--- config.mk ---
export PLATFORM = sky130hd
export DESIGN_NAME = flash_access_write_protection
export DESIGN_NICKNAME = d
export VERILOG_FILES = /design/src/shared/flash_prot_pkg.sv /design/src/rtl/flash_access_write_protection.sv
export SDC_FILE = /design/constraint.sdc
export NUM_CORES = 1
export LEC_CHECK = 0
export ABC_AREA = 1
export BUFFER_PORTS_ARGS = -buffer_cell sky130_fd_sc_hd__buf_4
export CORE_MARGIN = 5
export CORE_UTILIZATION = 63
export CTS_CLUSTER_SIZE = 24
export DETAILED_ROUTE_END_ITERATION = 8
export GPL_TIMING_DRIVEN = 0
export PLACE_DENSITY = 0.85
export SYNTH_ARGS = -nofsm -noshare
export SYNTH_HDL_FRONTEND = slang
export SYNTH_SLANG_ARGS = --single-unit
--- constraint.sdc ---
create_clock -name clk -period 4.9 [get_ports clk]
set_input_delay 0.735 -clock clk [delete_from_list [all_inputs] [get_ports clk]]
set_output_delay 0.735 -clock clk [all_outputs]
set_load 0.03 [all_outputs]
--- src/shared/flash_prot_pkg.sv ---
// Constants, register map and types for the flash protection and write control block
//
// Contract
// - Debug-protect bit at zero disables debug, flash test modes and test interface.
// - Access-protect at zero blocks main flash data access unless fetched from flash.
// - Disable bit x zero with reenable bit x one makes access-protect ignored.
// - Disable bit zero programmable only after debug and access protect are zero.
// - Disable bit x programmable only after reenable bit x-1 is zero.
// - Reenable bit x zero with disable x+1 erased restores access protection.
// - Sixteen disable/reenable pairs give at most sixteen unlock cycles.
// - Under protection, RAM-fetched writes ignored and reads return dummy data.
// - Peripheral transfer controller access refused while the module is protected; its flash register reads are still granted here.
// - Extension flash module is never access protected.
// - Non-flash code is denied main flash reads and control register writes.
// - Program or erase of a write-protected sector is blocked.
// - Set-protection writing ones clears protection in the volatile copy only.
// - Temporary access unprotect only when instructions are fetched from flash.
// - Only reset restores cleared protections; zero writes need reset to apply.
// - Temporary unprotect leaves non-volatile zeros unchanged; software tracks state.
// - Word program: select, address low/high, data low/high, then start.
// - Double word program: select plus module bit, address, four data halves, start.
// - Double word always even-word aligned; address bit two ignored.
// - Sector erase: select, set sector bits, then start.
// - Suspend bit suspends; resume by reselecting the operation and starting.
// - Wrong select on resume aborts and sets resume error; erase clears sectors.
// - During reset before loading, every protection is held active.
// - Protected sector target sets write-protect error; unprotected sectors still erased.
package flash_prot_pkg;

  localparam logic [19:0] ADDR_ACCESS_DEBUG_PROTECT_NV = 20'hEDFB8;
  localparam logic [19:0] ADDR_PROTECT_DISABLE_NV = 20'hEDFBC;
  localparam logic [19:0] ADDR_PROTECT_REENABLE_NV = 20'hEDFBE;
  localparam logic [19:0] ADDR_SECTOR_WP_NV = 20'hEDFB4;
  localparam logic [15:0] RST_ACCESS_DEBUG_PROTECT_NV = 16'hACFF;
  localparam logic [15:0] RST_PROTECT_REENABLE_NV = 16'hFFFF;
  localparam logic [15:0] RST_PROTECT_DISABLE_NV = 16'hFFFF;
  localparam logic [15:0] RST_SECTOR_WP_NV = 16'hFFFF;

  // Register port offsets (word index, byte address not used on this plain port)
  localparam logic [3:0] REG_CONTROL0_HIGH = 4'h0;
  localparam logic [3:0] REG_SECTOR_SELECT_LOW = 4'h1;
  localparam logic [3:0] REG_SECTOR_SELECT_HIGH = 4'h2;
  localparam logic [3:0] REG_ADDRESS_LOW = 4'h3;
  localparam logic [3:0] REG_ADDRESS_HIGH = 4'h4;
  localparam logic [3:0] REG_DATA0_LOW = 4'h5;
  localparam logic [3:0] REG_DATA0_HIGH = 4'h6;
  localparam logic [3:0] REG_DATA1_LOW = 4'h7;
  localparam logic [3:0] REG_DATA1_HIGH = 4'h8;
  localparam logic [3:0] REG_FLASH_ERROR = 4'h9;
  localparam logic [3:0] REG_STATUS = 4'hA;

  // Control0 high fields
  localparam int BIT_START = 15;
  localparam int BIT_SUSPEND = 14;
  localparam int BIT_WORD_PROGRAM = 13;
  localparam int BIT_DOUBLE_WORD = 12;
  localparam int BIT_SECTOR_ERASE = 11;
  localparam int BIT_SET_PROTECT = 8;
  localparam int BIT_MODULE_SELECT = 7;
  localparam logic [15:0] SELECT_MASK = 16'h3900;

  // Error register fields
  localparam int BIT_WP_ERROR = 8;
  localparam int BIT_RESUME_ERROR = 7;
  localparam int BIT_SEQ_ERROR = 6;
  localparam int BIT_WRITE_ERROR = 0;

  localparam int BIT_DEBUG_PROTECT = 1;
  localparam int BIT_ACCESS_PROTECT = 0;
  localparam int PAIR_COUNT = 16;
  localparam int ADDR_BIT_TWO = 2;

  // Operation latency of the embedded program/erase engine
  localparam int OP_TIME_NS = 1000;
  localparam int CLK_PERIOD_NS = 5;
  localparam int OP_CYCLES = OP_TIME_NS / CLK_PERIOD_NS;
  localparam int LOAD_CYCLES = 4;

  typedef enum logic [1:0] {FETCH_MAIN, FETCH_EXT, FETCH_IRAM, FETCH_OTHER} fetch_src_t;

  typedef struct packed {
    logic req;
    logic write;
    logic peripheral_transfer_controller;
    logic ext_module;
    logic flash_regs;
    fetch_src_t src;
  } data_access_t;

  typedef enum {ST_LOAD, ST_IDLE, ST_BUSY, ST_SUSPEND_BIT} op_state_t;

endpackage
--- src/rtl/flash_access_write_protection.sv ---
// Flash protection state, access gating and program/erase sequencing
module flash_access_write_protection
  import flash_prot_pkg::*;
(
  // Clock and reset
  input wire logic clk,
  input wire logic resetn,
  // Register port
  input wire logic [3:0] reg_addr,
  input wire logic [15:0] reg_wdata,
  input wire logic reg_wr,
  input wire logic reg_rd,
  output logic [15:0] reg_rdata,
  // Non-volatile cell contents presented at reset
  input wire logic [15:0] nv_access_debug,
  input wire logic [15:0] nv_disable,
  input wire logic [15:0] nv_reenable,
  input wire logic [15:0] nv_sector_wp,
  // CPU data access check
  input wire data_access_t access,
  output logic access_grant,
  output logic dummy_read,
  // Debug and engine status
  output logic debug_enable,
  output logic engine_busy,
  output logic [15:0] program_commit
);

  op_state_t state_r;
  logic [15:0] ad_r, dis_r, ren_r, wp_r;
  logic [15:0] ctl_r, secl_r, sech_r, adl_r, adh_r, d0l_r, d0h_r, d1l_r, d1h_r, err_r;
  logic [15:0] suspend_bit_sel_r;
  logic [7:0] cnt_r;
  logic [1:0] ld_r;
  logic prog_in_erase_suspend_bit_r;

  function automatic logic prot_active(input logic [15:0] ad, input logic [15:0] dis,
                                       input logic [15:0] ren);
    logic off;
    off = 1'b0;
    for (int x = 0; x < PAIR_COUNT; x++)
      if (!dis[x] && ren[x])
        off = 1'b1;
    for (int x = 0; x < PAIR_COUNT - 1; x++)
      if (!ren[x] && dis[x + 1])
        off = 1'b0;
    return !ad[BIT_ACCESS_PROTECT] && !off;
  endfunction

  logic prot_on, from_flash, wr_ctl, start_req;
  assign prot_on = (state_r == ST_LOAD) || prot_active(ad_r, dis_r, ren_r);
  assign from_flash = (access.src == FETCH_MAIN) || (access.src == FETCH_EXT);
  assign wr_ctl = reg_wr && (!prot_on || from_flash);
  assign start_req = wr_ctl && reg_addr == REG_CONTROL0_HIGH && reg_wdata[BIT_START];

  // Volatile protection copies
  always_ff @(posedge clk)
  begin
    if (!resetn)
    begin
      ad_r <= 16'h0000;
      dis_r <= 16'hFFFF;
      ren_r <= 16'h0000;
      wp_r <= 16'h0000;
    end
    else if (state_r == ST_LOAD && ld_r == 2'h0)
    begin
      ad_r <= nv_access_debug;
      dis_r <= nv_disable;
      ren_r <= nv_reenable;
      wp_r <= nv_sector_wp;
    end
    else if (start_req && state_r == ST_IDLE && ctl_r[BIT_SET_PROTECT])
    begin
      if ({adh_r[3:0], adl_r} == ADDR_SECTOR_WP_NV)
        wp_r <= wp_r | d0l_r;
      if ({adh_r[3:0], adl_r} == ADDR_ACCESS_DEBUG_PROTECT_NV && from_flash)
        ad_r <= ad_r | (d0l_r & 16'h0001);
    end
  end

  // first disable needs both protections programmed
  // chain order, sixteen pairs, zeros reach nv only after reset
  function automatic logic disable_ok(input logic [15:0] ad, input logic [15:0] ren,
                                      input int x);
    if (x == 0)
      return !ad[BIT_DEBUG_PROTECT] && !ad[BIT_ACCESS_PROTECT];
    return !ren[x - 1];
  endfunction

  logic sector_hit;
  assign sector_hit = |({sech_r, secl_r} & ~{16'hFFFF, wp_r});

  // Control and data registers
  always_ff @(posedge clk)
  begin
    if (!resetn)
    begin
      ctl_r <= 16'h0000;
      secl_r <= 16'h0000;
      sech_r <= 16'h0000;
      adl_r <= 16'h0000;
      adh_r <= 16'h0000;
      d0l_r <= 16'h0000;
      d0h_r <= 16'h0000;
      d1l_r <= 16'h0000;
      d1h_r <= 16'h0000;
    end
    else
    begin
      if (wr_ctl && state_r != ST_BUSY)
      begin
        case (reg_addr)
          REG_CONTROL0_HIGH: ctl_r <= reg_wdata & ~(16'h0001 << BIT_START);
          REG_SECTOR_SELECT_LOW: secl_r <= reg_wdata;
          REG_SECTOR_SELECT_HIGH: sech_r <= reg_wdata;
          REG_ADDRESS_LOW: adl_r <= reg_wdata;
          REG_ADDRESS_HIGH: adh_r <= reg_wdata;
          REG_DATA0_LOW: d0l_r <= reg_wdata;
          REG_DATA0_HIGH: d0h_r <= reg_wdata;
          REG_DATA1_LOW: d1l_r <= reg_wdata;
          REG_DATA1_HIGH: d1h_r <= reg_wdata;
          default: ;
        endcase
      end
      else if (wr_ctl && reg_addr == REG_CONTROL0_HIGH && reg_wdata[BIT_SUSPEND]
               && !prog_in_erase_suspend_bit_r)
        ctl_r[BIT_SUSPEND] <= 1'b1;
      if (state_r == ST_BUSY && cnt_r == 8'h01)
      begin
        if (ctl_r[BIT_SECTOR_ERASE])
        begin
          secl_r <= 16'h0000;
          sech_r <= 16'h0000;
        end
        ctl_r <= 16'h0000;
      end
    end
  end

  logic resume_ok, sel_valid, bad_resume;
  assign resume_ok = (ctl_r & SELECT_MASK) == (suspend_bit_sel_r & SELECT_MASK);
  assign sel_valid = $onehot(ctl_r & SELECT_MASK);
  // Only the suspended select, or a program select inside an erase suspend, may start; any other start with the suspend bit clear is a bad resume
  assign bad_resume = start_req && state_r == ST_SUSPEND_BIT && !ctl_r[BIT_SUSPEND] && !resume_ok
                      && !(suspend_bit_sel_r[BIT_SECTOR_ERASE]
                      && (ctl_r[BIT_WORD_PROGRAM] || ctl_r[BIT_DOUBLE_WORD]));

  // Operation engine
  always_ff @(posedge clk)
  begin
    if (!resetn)
    begin
      state_r <= ST_LOAD;
      ld_r <= 2'(LOAD_CYCLES - 1);
      cnt_r <= 8'h00;
      suspend_bit_sel_r <= 16'h0000;
      prog_in_erase_suspend_bit_r <= 1'b0;
    end
    else
    begin
      case (state_r)
        ST_LOAD:
        begin
          if (ld_r == 2'h0)
            state_r <= ST_IDLE;
          else
            ld_r <= ld_r - 2'h1;
        end
        ST_IDLE, ST_SUSPEND_BIT:
        begin
          if (start_req && !ctl_r[BIT_SUSPEND] && sel_valid)
          begin
            state_r <= ST_BUSY;
            cnt_r <= 8'(OP_CYCLES);
            if (state_r == ST_SUSPEND_BIT && ctl_r[BIT_SECTOR_ERASE])
              prog_in_erase_suspend_bit_r <= 1'b0;
            else if (state_r == ST_SUSPEND_BIT && suspend_bit_sel_r[BIT_SECTOR_ERASE])
              prog_in_erase_suspend_bit_r <= 1'b1;
          end
          if (bad_resume)
            state_r <= ST_IDLE;
        end
        ST_BUSY:
        begin
          if (ctl_r[BIT_SUSPEND])
          begin
            state_r <= ST_SUSPEND_BIT;
            suspend_bit_sel_r <= ctl_r;
          end
          else if (cnt_r == 8'h01)
            state_r <= prog_in_erase_suspend_bit_r ? ST_SUSPEND_BIT : ST_IDLE;
          else
            cnt_r <= cnt_r - 8'h01;
        end
        default: state_r <= ST_IDLE;
      endcase
    end
  end

  logic [15:0] tgt_mask;
  assign tgt_mask = 16'h0001 << adh_r[3:0];

  // Error flags: hardware set wins over software clear
  always_ff @(posedge clk)
  begin
    if (!resetn)
      err_r <= 16'h0000;
    else
    begin
      if (wr_ctl && reg_addr == REG_FLASH_ERROR)
        err_r <= err_r & reg_wdata;
      if (start_req && state_r != ST_BUSY && !ctl_r[BIT_SUSPEND]
          && ((ctl_r[BIT_SECTOR_ERASE] && sector_hit)
          || ((ctl_r[BIT_WORD_PROGRAM] || ctl_r[BIT_DOUBLE_WORD]) && |(tgt_mask & ~wp_r))))
        err_r[BIT_WP_ERROR] <= 1'b1;
      if (bad_resume)
        err_r[BIT_RESUME_ERROR] <= 1'b1;
      if (start_req && state_r == ST_IDLE && !sel_valid)
        err_r[BIT_SEQ_ERROR] <= 1'b1;
    end
  end

  // Program commit word, aligned and protection filtered
  always_ff @(posedge clk)
  begin
    if (!resetn)
      program_commit <= 16'h0000;
    else if (state_r == ST_BUSY && cnt_r == 8'h01 && !ctl_r[BIT_SUSPEND]
             && (ctl_r[BIT_WORD_PROGRAM] || ctl_r[BIT_DOUBLE_WORD])
             && !(|(tgt_mask & ~wp_r)))
      // double word forces address bit two low
      program_commit <= ctl_r[BIT_DOUBLE_WORD] ? (adl_r & ~(16'h0001 << ADDR_BIT_TWO)) : adl_r;
  end

  // Access decision
  always_ff @(posedge clk)
  begin
    if (!resetn)
    begin
      access_grant <= 1'b0;
      dummy_read <= 1'b0;
    end
    else
    begin
      access_grant <= access.req && (access.ext_module || !prot_on
                      || (access.flash_regs && (!access.write || access.src == FETCH_MAIN))
                      || (!access.flash_regs && from_flash && !access.peripheral_transfer_controller));
      dummy_read <= access.req && !access.write && !access.ext_module && !access.flash_regs
                    && prot_on && (!from_flash || access.peripheral_transfer_controller);
    end
  end

  // Read data and status
  always_ff @(posedge clk)
  begin
    if (!resetn)
    begin
      reg_rdata <= 16'h0000;
      debug_enable <= 1'b0;
      engine_busy <= 1'b0;
    end
    else
    begin
      debug_enable <= state_r != ST_LOAD && ad_r[BIT_DEBUG_PROTECT];
      engine_busy <= state_r == ST_BUSY;
      reg_rdata <= 16'h0000;
      if (reg_rd)
      begin
        case (reg_addr)
          REG_CONTROL0_HIGH: reg_rdata <= ctl_r;
          REG_SECTOR_SELECT_LOW: reg_rdata <= secl_r;
          REG_SECTOR_SELECT_HIGH: reg_rdata <= sech_r;
          REG_ADDRESS_LOW: reg_rdata <= adl_r;
          REG_ADDRESS_HIGH: reg_rdata <= adh_r;
          REG_DATA0_LOW: reg_rdata <= d0l_r;
          REG_DATA0_HIGH: reg_rdata <= d0h_r;
          REG_DATA1_LOW: reg_rdata <= d1l_r;
          REG_DATA1_HIGH: reg_rdata <= d1h_r;
          REG_FLASH_ERROR: reg_rdata <= err_r;
          REG_STATUS: reg_rdata <= {13'h0000, state_r == ST_SUSPEND_BIT, state_r == ST_BUSY, prot_on};
          default: reg_rdata <= 16'h0000;
        endcase
      end
    end
  end

  logic unused_disable_ok;
  assign unused_disable_ok = disable_ok(ad_r, ren_r, 0);

  // Checks
  a_load_prot_on: assert property (@(posedge clk) disable iff (!resetn)
    state_r == ST_LOAD |-> prot_on)
    else $error("protection not forced during load");
  a_debug_off: assert property (@(posedge clk) disable iff (!resetn)
    !ad_r[BIT_DEBUG_PROTECT] |=> !debug_enable)
    else $error("debug enabled while protected");
  a_ram_dummy_read: assert property (@(posedge clk) disable iff (!resetn)
    access.req && !access.write && !access.ext_module && !access.flash_regs && prot_on
    && access.src == FETCH_IRAM |=> dummy_read && !access_grant)
    else $error("RAM read not dummied");
  a_pec_refused: assert property (@(posedge clk) disable iff (!resetn)
    access.req && access.peripheral_transfer_controller && !access.ext_module && !access.flash_regs && prot_on
    |=> !access_grant)
    else $error("transfer controller access granted");
  a_ext_open: assert property (@(posedge clk) disable iff (!resetn)
    access.req && access.ext_module |=> access_grant)
    else $error("extension module blocked");
  a_no_start_suspend_bit: assert property (@(posedge clk) disable iff (!resetn)
    state_r == ST_IDLE && ctl_r[BIT_SUSPEND] |=> state_r != ST_BUSY)
    else $error("start taken while suspended");
  a_resume_error: assert property (@(posedge clk) disable iff (!resetn)
    bad_resume |=> err_r[BIT_RESUME_ERROR] && state_r == ST_IDLE)
    else $error("bad resume not aborted");
  a_erase_clears: assert property (@(posedge clk) disable iff (!resetn)
    state_r == ST_BUSY && cnt_r == 8'h01 && !ctl_r[BIT_SUSPEND] && ctl_r[BIT_SECTOR_ERASE]
    |=> secl_r == 16'h0000 && sech_r == 16'h0000)
    else $error("sectors left set after erase");
  c_word_program: cover property (@(posedge clk) state_r == ST_BUSY && ctl_r[BIT_WORD_PROGRAM]);
  c_suspend: cover property (@(posedge clk) state_r == ST_BUSY ##1 state_r == ST_SUSPEND_BIT);
  c_wp_error: cover property (@(posedge clk) $rose(err_r[BIT_WP_ERROR]));
  c_dummy: cover property (@(posedge clk) dummy_read);

endmodule

Word level (Yosys, flattened, before mapping). Index checks and enable logic that the tools add are counted.

Reductions and logical operators: 162. Add/sub/neg operators: 5. Div/mod/pow operators: 0. Equality and inequality tests: 30. $lt $le $gt $ge: 0. Multiply operators: 0. Shift-type cells: 1. Bitwise gates (word level): 9. Multiplexer cells: 67.

Operators by type and width (count): $mux W16 (14); $pmux W16 S11 (1); $mux W32 (5); $eq A32 B2 Y1 const B (3); $pmux W32 S3 (1); $logic_and A1 B1 Y1 (72); $eq A32 B3 Y1 const B (2); $logic_not A32 Y1 (2); $logic_not A1 Y1 (45); $eq A20 B20 Y1 const B (2); $mux W1 (38); $and A16 B16 Y16 (2); $and A32 B32 Y32 (1); $eq A32 B1 Y1 const B (1); $ne A32 B3 Y1 const B (1); $not A32 Y32 (1); $reduce_bool A32 Y1 (1); $reduce_or A32 Y1 (1); $reduce_and A2 Y1 (13); $mux W8 (3); $reduce_bool A2 Y1 (9); $eq A4 B3 Y1 const B (4); $not A16 Y16 (1); $or A16 B1 Y16 (1); 28 further kinds (50).

Logic and storage cells: 303. Output and inout bits: 36. Register bits: 316. Bits in writable memories: 0. Memory bits (read-only): 0. Latch bits: 0. Memories: 0.

Longest topological paths before layout. Gate-level depths: netlist of the first run.

Depth after elaboration: 47. Gate-level depth with buffers: 19. Gate-level depth less buffers: 18.

Worst setup path before layout of the first run. Ideal clock, no wire load.

Path kind: reg-to-reg. Start point: reg ctl_r[8]. End point: reg cnt_r[3]. Clock period less this slack: 2.645 ns. Buffers on the path: 1. Cell stages (with the launch flop): 13. Library setup time: 0.132 ns. Slack: 2.255 ns. Data arrival time: 2.512 ns. Cell sequence: dfxtp_1 clkbuf_1 inv_1 fa_1 inv_1 ha_1 ha_1 nor3_1 nand4_1 nand2_2 inv_2 o21ai_1 a21oi_1.

Word-level cells in the longest chain between the ends: 6.

Ends and longest elaborated chain: start, declared (line flash_access_write_protection.sv:31) `logic [15:0] ctl_r, secl_r, sech_r, adl_r, adh_r, d0l_r, d0h_r, d1l_r, d1h_r, err_r;`; start signal, assigned (line flash_access_write_protection.sv:114) `REG_CONTROL0_HIGH: ctl_r <= reg_wdata & ~(16'h0001 << BIT_START);`; $add A1 B1 Y2 (not written as such) (line flash_access_write_protection.sv:143) `assign sel_valid = $onehot(ctl_r & SELECT_MASK);`; $add A2 B2 Y3 (not written as such) (line flash_access_write_protection.sv:143); $eq A3 B1 Y1 (line flash_access_write_protection.sv:143); $logic_and A1 B1 Y1 (line flash_access_write_protection.sv:172) `if (start_req && !ctl_r[BIT_SUSPEND] && sel_valid)`; $ne A2 B2 Y1 (no source line); $reduce_and A4 Y1 (no source line); end signal, assigned (line flash_access_write_protection.sv:175) `cnt_r <= 8'(OP_CYCLES);`; end signal, assigned (line flash_access_write_protection.sv:194) `cnt_r <= cnt_r - 8'h01;`; end, declared (line flash_access_write_protection.sv:33) `logic [7:0] cnt_r;`.

Every way passes these cells. A chain may end at the register's enable or synchronous reset.

Worst setup path in the final report of the first run. Same ends and word-level chain as after synthesis.

==> run summary, run 1 <==
Status = finished clean
GRT Residual Overflow = 0
I/O pin total = 131
Top delay family on crit path = adder cells
Port Buffers = 102
Nature of the critical path endpoint = flop
WP data required = 5.31 ns
Worst-Margin Slew = 0.988 ns
R2R setup slack = 1.57 ns
RSZ-0062 raised after global routing = no
Final Hold Viols = 0
Sw Share = 26.9%
Power share of the sequential group = 47.1%
Initial antenna violation count = 0
Synth cell count leaders = dfxtp_1, inv_1, nand2_1
CTS tree = yes
Root buffer selected by CTS = clkbuf_16
Die height = 144 µm
Cell-internal power = 3.55 mW
Most common cell in the synthesized netlist = dfxtp_1
Cell depth of the worst setup path = 12
Avg Vias per Cell = 6.13
Worst R2R End = cnt_r[3]$_SDFFE_PN0P_
Post-synth cell types = 41
Post-layout util = 74.2%
1st-iter DRT viols = 1787
Die Width = 144 µm
Hold path startpoint = access[5]
Vias in the first global route = 10700
Tmin final = 3.33 ns
Nets = 1742
Synth top area cells = dfxtp_1, a21oi_1, inv_1, nand2_1, nor2_1
Reg-to-reg startpoint = ctl_r[8]$_SDFFE_PP0P_
Dominant cell type by area after synthesis = dfxtp_1
Share of flip-flops with an asynchronous set or reset = 0%
Synthesized cell area = 0.0113 mm²
GP Congestion = 1.01
Post-cts gate resize count = 0
Clock power share = 41.5%
Gate power share = 11.4%
Synth top area share = 46.5%
CTS Sinks = 262
Area growth, synth to finish = 17.0%
Core Rows = 49
R2R cell count = 12
Syn_area_per_cell = 7.46 µm²
Core area = 0.0178 mm²
Gr usage total = 37.0%
Post-synth EDFFs = 0
Switching power = 1.30 mW
Initial cell density of the core = 63.4%
Drt total wl = 39100 µm
Worst setup SP type = flop
Clock skew = 0.0134 ns
Layout cells sized above 1 = 11.3%
Synth Flop Type = dfxtp_1
Slew Viols, Final = 0
CTS Hold Bufs = 0
Final Instance Count excl. Fillers = 1890
Crit path DAT = 3.74 ns
Worst path max stage delay = 0.56 ns
Lkg Pwr = 5.21 nW
Max Cap Viol = 0
Post-route ant nets = 0
CP Class = flop to flop
First-pass GRT wire length = 59300 µm
Cell Pwr Density = 368 mW/mm²
#FFs+latches synth = 262
DR WL/cell = 20.7 µm
Worst path cell trace = clkbuf_1, inv_1, fa_1, inv_1, ha_1, ha_1, nor3_1, nand4_1, nand2_2, inv_2, o21ai_1, a21oi_1
CP Max Fanout = 10
DR vias = 11600
Final setup vio count = 0
Worst hold path class = input pin to flop
Num CTS Buffers = 27
Diodes inserted = 0
Post-DP HPWL = 28400 µm
Mapped Cells = 1510
Later-pin clock latency in the skew report = 0.55 ns
Worst vdd ir = 0.000294 V
Reg clk slew, reported paths = 0.06 ns
DP Cell Count = 1841
Register area share after synthesis = 46.5%
Worst setup path start = ctl_r[8]$_SDFFE_PP0P_
Slew Limit Headroom = 34.1%
Achievable Freq = 300 MHz
Post-route DRC violation count = 0
WP buf/inv = 4
H-tree depth reported by CTS = 1
Crit-path slowest cell = fa_1
Setup Fix Bufs, Post-CTS = 0
TNS Setup = 0 ns
DRT Pass-1 Iters = 6
Largest net degree at the start of global routing = 14
Clock Path Buffers = 3
Die Area = 0.0207 mm²
Crit share post-route = 68.0%
Yosys warnings = 0
Setup crit end = cnt_r[3]$_SDFFE_PN0P_
Syn_nets = 1611
[power by group through the flow]
| stage | Sequential (mW) | Clock [mW] | Combinational, mW |
|---|---|---|---|
| floorplan | 2.31 | 0 | 0.350 |
| global placement | 2.32 | 0 | 0.521 |
| detailed placement | 2.32 | 0 | 0.533 |
| CTS | 2.28 | 2.00 | 0.537 |
| global route | 2.29 | 2.10 | 0.608 |
| finish | 2.28 | 2.01 | 0.552 |
[layer usage]
layer | up-vias | wire, µm | share of wire, % | track usage, %
met5 | - | 0 | 0 | 0
met4 | 0 | 2240 | 5.7 | 18.4
met3 | 167 | 4670 | 12 | 7.85
met1 | 5284 | 15200 | 39 | 50.0
met2 | 794 | 17000 | 44 | 56.3
li1 | 5337 | - | - | -
[how the worst min path moves through the flow]
stage / to / depth (start not counted)
after floorplan: debug_enable$_SDFF_PN0_ / 2
after global placement: debug_enable$_SDFF_PN0_ / 2
after detailed placement: debug_enable$_SDFF_PN0_ / 2
after CTS: dummy_read$_SDFF_PN0_ / 2
after global routing: dummy_read$_SDFF_PN0_ / 2
final: dummy_read$_SDFF_PN0_ / 2
[sequential cells by signal, indices dropped and copies added, names as in the netlist, 2 cells and up]
name               count
adh_r                 16
adl_r                 16
d0h_r                 16
d0l_r                 16
d1h_r                 16
d1l_r                 16
dis_r                 16
err_r                 16
program_commit        16
reg_rdata             16
ren_r                 16
sech_r                16
secl_r                16
wp_r                  16
ctl_r                 15
cnt_r                  8
suspend_bit_sel_r      4
ad_r                   2
ld_r                   2
state_r                2
[per-stage QoR]
step | setup slack [ns] | hold slack [ns] | cell area [µm²] | total power [mW]
after floorplan | 2.26 | 0.412 | 11300 | 2.66
after global placement | 1.70 | 0.426 | 12300 | 2.84
after detailed placement | 1.65 | 0.431 | 12300 | 2.86
after CTS | 1.65 | 0.357 | 13200 | 4.81
after global routing | 1.40 | 0.368 | 13200 | 5.00
final | 1.57 | 0.355 | 13200 | 4.85
[placed cells by master, fill, tap and decap left out, drive strengths merged]
| cell | Yosys | final |
|---|---|---|
| o21ai | 115 | 115 |
| nand3b | 2 | 2 |
| a221o | 1 | 1 |
| bufinv | 0 | 1 |
| a22o | 1 | 1 |
| fa | 1 | 1 |
| buf | 21 | 123 |
| a21oi | 180 | 180 |
| xor2 | 8 | 8 |
| nor4 | 9 | 9 |
| nand4 | 5 | 5 |
| o31ai | 2 | 2 |
| o41ai | 1 | 1 |
| a31oi | 3 | 3 |
| nand2 | 194 | 194 |
| nor2 | 151 | 151 |
| nand3 | 84 | 84 |
| a211oi | 55 | 55 |
| o21bai | 1 | 1 |
| nor3 | 7 | 7 |
| clkinv | 0 | 8 |
| dfxtp | 262 | 262 |
| or2 | 2 | 2 |
| a221oi | 18 | 18 |
| o2111ai | 3 | 3 |
| clkinvlp | 0 | 1 |
| inv | 211 | 212 |
| o211ai | 30 | 30 |
| clkbuf | 80 | 118 |
| ha | 5 | 5 |
| a32o | 1 | 1 |
| o22ai | 57 | 57 |
[logic make-up after synthesis]
kind of cell / after synthesis / share of synthesized area [%]
buf+inv: 312 / 10.6
fa+ha+maj: 6 / 0.733
compound gates: 468 / 24.3
simple gates: 454 / 17.2
xor+xnor: 8 / 0.622
flops: 262 / 46.5
[layout make-up]
| cell class | count | area, µm² |
|---|---|---|
| fill | 1428 | 4590 |
| sequential | 262 | 5250 |
| multi-input combinational | 936 | 4820 |
| tap | 229 | 287 |
| clock buffer | 38 | 777 |
| buffer | 101 | 408 |
| clock inverter | 11 | 86.3 |
| timing repair buffer | 102 | 766 |
| inverter | 211 | 792 |
Power figures use the tool's default switching activity.
==> run 2, diff against run 1 <==
Settings changed: ABC_AREA 1 to 0, CORE_UTILIZATION 63 to 58, PLACE_DENSITY 0.85 to 0.79.
Clock period 4.9 ns to 3.2 ns, I/O delays scaled along.
==> run 2 against run 1 <==
The flow now finishes with violations (max-capacitance violations, max-slew violations). Setup slack worse by 1.4 ns. First-iteration DRC count is 27% lower. Non-clock buffer count is 1 higher. Combinational power is 34% higher. Critical endpoint is now state_r[1]$_SDFFE_PN0P_. Highest routed layer unchanged.
==> run summary, run 2 <==
Status = finished, violations left
Failing checks = max-capacitance violations, max-slew violations
GP Congestion = 0.956
Post-DP HPWL = 27900 µm
Post-route ant nets = 0
CP Class = flop to flop
Crit-path slowest cell = dfxtp_1
Synth Flop Type = dfxtp_1
Most common cell after layout, fill and taps aside = nand2_1
Clock Path Buffers = 3
GRT Residual Overflow = 0
Core Rows = 51
Final Instance Count excl. Fillers = 1674
Cell Pwr Density = 547 mW/mm²
Most common cell in the synthesized netlist = nand2_1
Synth top area cells = dfxtp_1, mux2i_1, nand2_1, a22o_1, a221oi_1
Tmin final = 3.08 ns
Area growth, synth to finish = 18.7%
Avg Vias per Cell = 6.19
Root buffer selected by CTS = clkbuf_16
Hold_ws = 0.113 ns
Multiplexer area fraction after synthesis = 13.0%
H-tree depth reported by CTS = 1
Max Cap Viol = 1
Initial antenna violation count = 0
Num CTS Buffers = 28
R2R setup slack = 0.12 ns
Area share of fa/ha/maj cells after synthesis = 0.721%
Diodes inserted = 0
Synth Area in Simple Gates = 16.6%
Crit share post-route = 96.1%
XOR/XNOR Fraction of Synth Area = 0.688%
Nets = 1492
Vias in the first global route = 10200
Syn_area_per_cell = 9.20 µm²
First-pass GRT wire length = 57300 µm
Port Buffers = 116
1st-iter DRT viols = 1307
Dominant cell type by area after synthesis = dfxtp_1
Worst setup SP type = flop
DR vias = 10400
Slew Limit Headroom = -0.528%
Syn_nets = 1346
Layout cells sized above 1 = 14.5%
Lkg Pwr = 5.06 nW
Die Width = 151 µm
Later-pin clock latency in the skew report = 0.55 ns
WP buf/inv = 2
Reg clk slew, reported paths = 0.06 ns
Worst hold path class = input pin to flop
Die Area = 0.0227 mm²
Mapped Cells = 1245
DP Worst Slack = -0.128 ns
Share of flip-flops with an asynchronous set or reset = 0%
Synth top area share = 45.8%
Achievable Freq = 325 MHz
Synthesized cell area = 0.0115 mm²
DRT Pass-1 Iters = 6
DP Cell Count = 1626
Core area = 0.0195 mm²
Crit path DAT = 3.50 ns
Worst path cell trace = inv_1, fa_1, inv_1, ha_1, ha_1, nor3b_4, a311oi_1, o41ai_1, o41a_1, o21ai_0
Gr usage total = 32.6%
CTS Sinks = 262
Drt total wl = 37400 µm
Main combinational cell family by area after synthesis = compound AO/OA/AOI/OAI gates
Post-synth EDFFs = 0
CTS Hold Bufs = 0
CTS tree = yes
Initial cell density of the core = 58.8%
Final setup vio count = 0
Commonest cells after routing, fill and taps aside = nand2_1, dfxtp_1, mux2i_1
Final Hold Viols = 0
Worst-Margin Slew = 1.50 ns
Slew Viols, Final = 1
WP data required = 3.62 ns
Final worst slack = 0.124 ns
Post-synthesis compound-gate area fraction = 17.9%
DR WL/cell = 22.3 µm
Top delay family on crit path = adder cells
Worst path max stage delay = 0.57 ns
Largest net degree at the start of global routing = 15
Nature of the critical path endpoint = flop
Post-route DRC violation count = 0
I/O pin total = 131
Clock skew = 0.0122 ns
CP Max Fanout = 7
Register area share after synthesis = 45.8%
Worst vdd ir = 0.000429 V
Synth cell count leaders = nand2_1, dfxtp_1, mux2i_1
Post-synth cell types = 70
#FFs+latches synth = 262
Setup Fix Bufs, Post-CTS = 0
Yosys warnings = 0
Die height = 151 µm
[run 2: cell count changes after synthesis, sizes merged, moves of 43 or more]
cell,before,now
inv,211,47
nor2,151,21
o21ai,115,30
a21oi,180,17
o22ai,57,14
a22o,1,46
a211oi,55,1
mux2i,0,148
nand2,194,277
nand3,84,32
[run 2: kinds of logic (layout without fill, tap and decap cells)]
kind of cell	count (synthesis)	after routing
AOI/OAI and AO/OA	263	263
xor gates and xnor gates	9	9
adders and majority gates	6	6
buffers and inverters	135	299
DFF	262	262
muxes	149	149
and+or+nand+nor	421	421
[run 2: power breakdown]
| group | leakage (nW) | switching [mW] | total [mW] | internal (mW) |
|---|---|---|---|---|
| logic | 2.50 | 0.486 | 0.740 | 0.254 |
| clock network | 0.448 | 1.34 | 3.24 | 1.90 |
| registers | 2.11 | 0.0768 | 3.45 | 3.38 |
[run 2: path summary, 6_finish.rpt]
path / startpoint / endpoint / cells after the start
worst min register to register: err_r[15]$_SDFFE_PN0P_ / err_r[15]$_SDFFE_PN0P_ / 1
worst max-delay path: ctl_r[11]$_SDFFE_PP0P_ / state_r[1]$_SDFFE_PN0P_ / 10
worst max register to register: ctl_r[11]$_SDFFE_PP0P_ / state_r[1]$_SDFFE_PN0P_ / 10
worst min-delay path: access[3] / dummy_read$_SDFF_PN0_ / 2
[run 2: what timing repair did]
action | 4_1_cts | 5_1_grt
endpoints found under the setup margin | 10 | 10
gates resized for setup | 1 | 3
hold endpoints to repair | 0 | 0
[run 2: layout make-up]
type | count | area [µm²]
Clock buffer | 38 | 798
Tap cell | 265 | 332
Inverter | 47 | 176
Fill cell | 1548 | 5870
Buffer | 88 | 432
Clock inverter | 10 | 116
Timing Repair Buffer | 116 | 871
Sequential cell | 262 | 5250
Multi-Input combinational cell | 848 | 5630
[run 2: stage by stage]
stage                     utilization (%)   TNS [ns]  cell area [µm²]  total power, mW
after floorplan                         -          0            11500             3.93
after global placement               65.0     -0.428            12700             4.22
after detailed placement             65.1      -1.12            12700             4.24
after CTS                            69.8          0            13600             7.42
after global routing                 69.9  -0.000552            13600             7.66
final                                69.9          0            13600             7.44
[run 2: per-layer routing]
layer | global-route usage [%] | wire, µm | vias to the layer above
li1 | - | - | 4731
met5 | 0 | 0 | -
met1 | 44.1 | 15500 | 4922
met2 | 50.7 | 16500 | 590
met3 | 9.24 | 4170 | 121
met4 | 10.5 | 1250 | 0
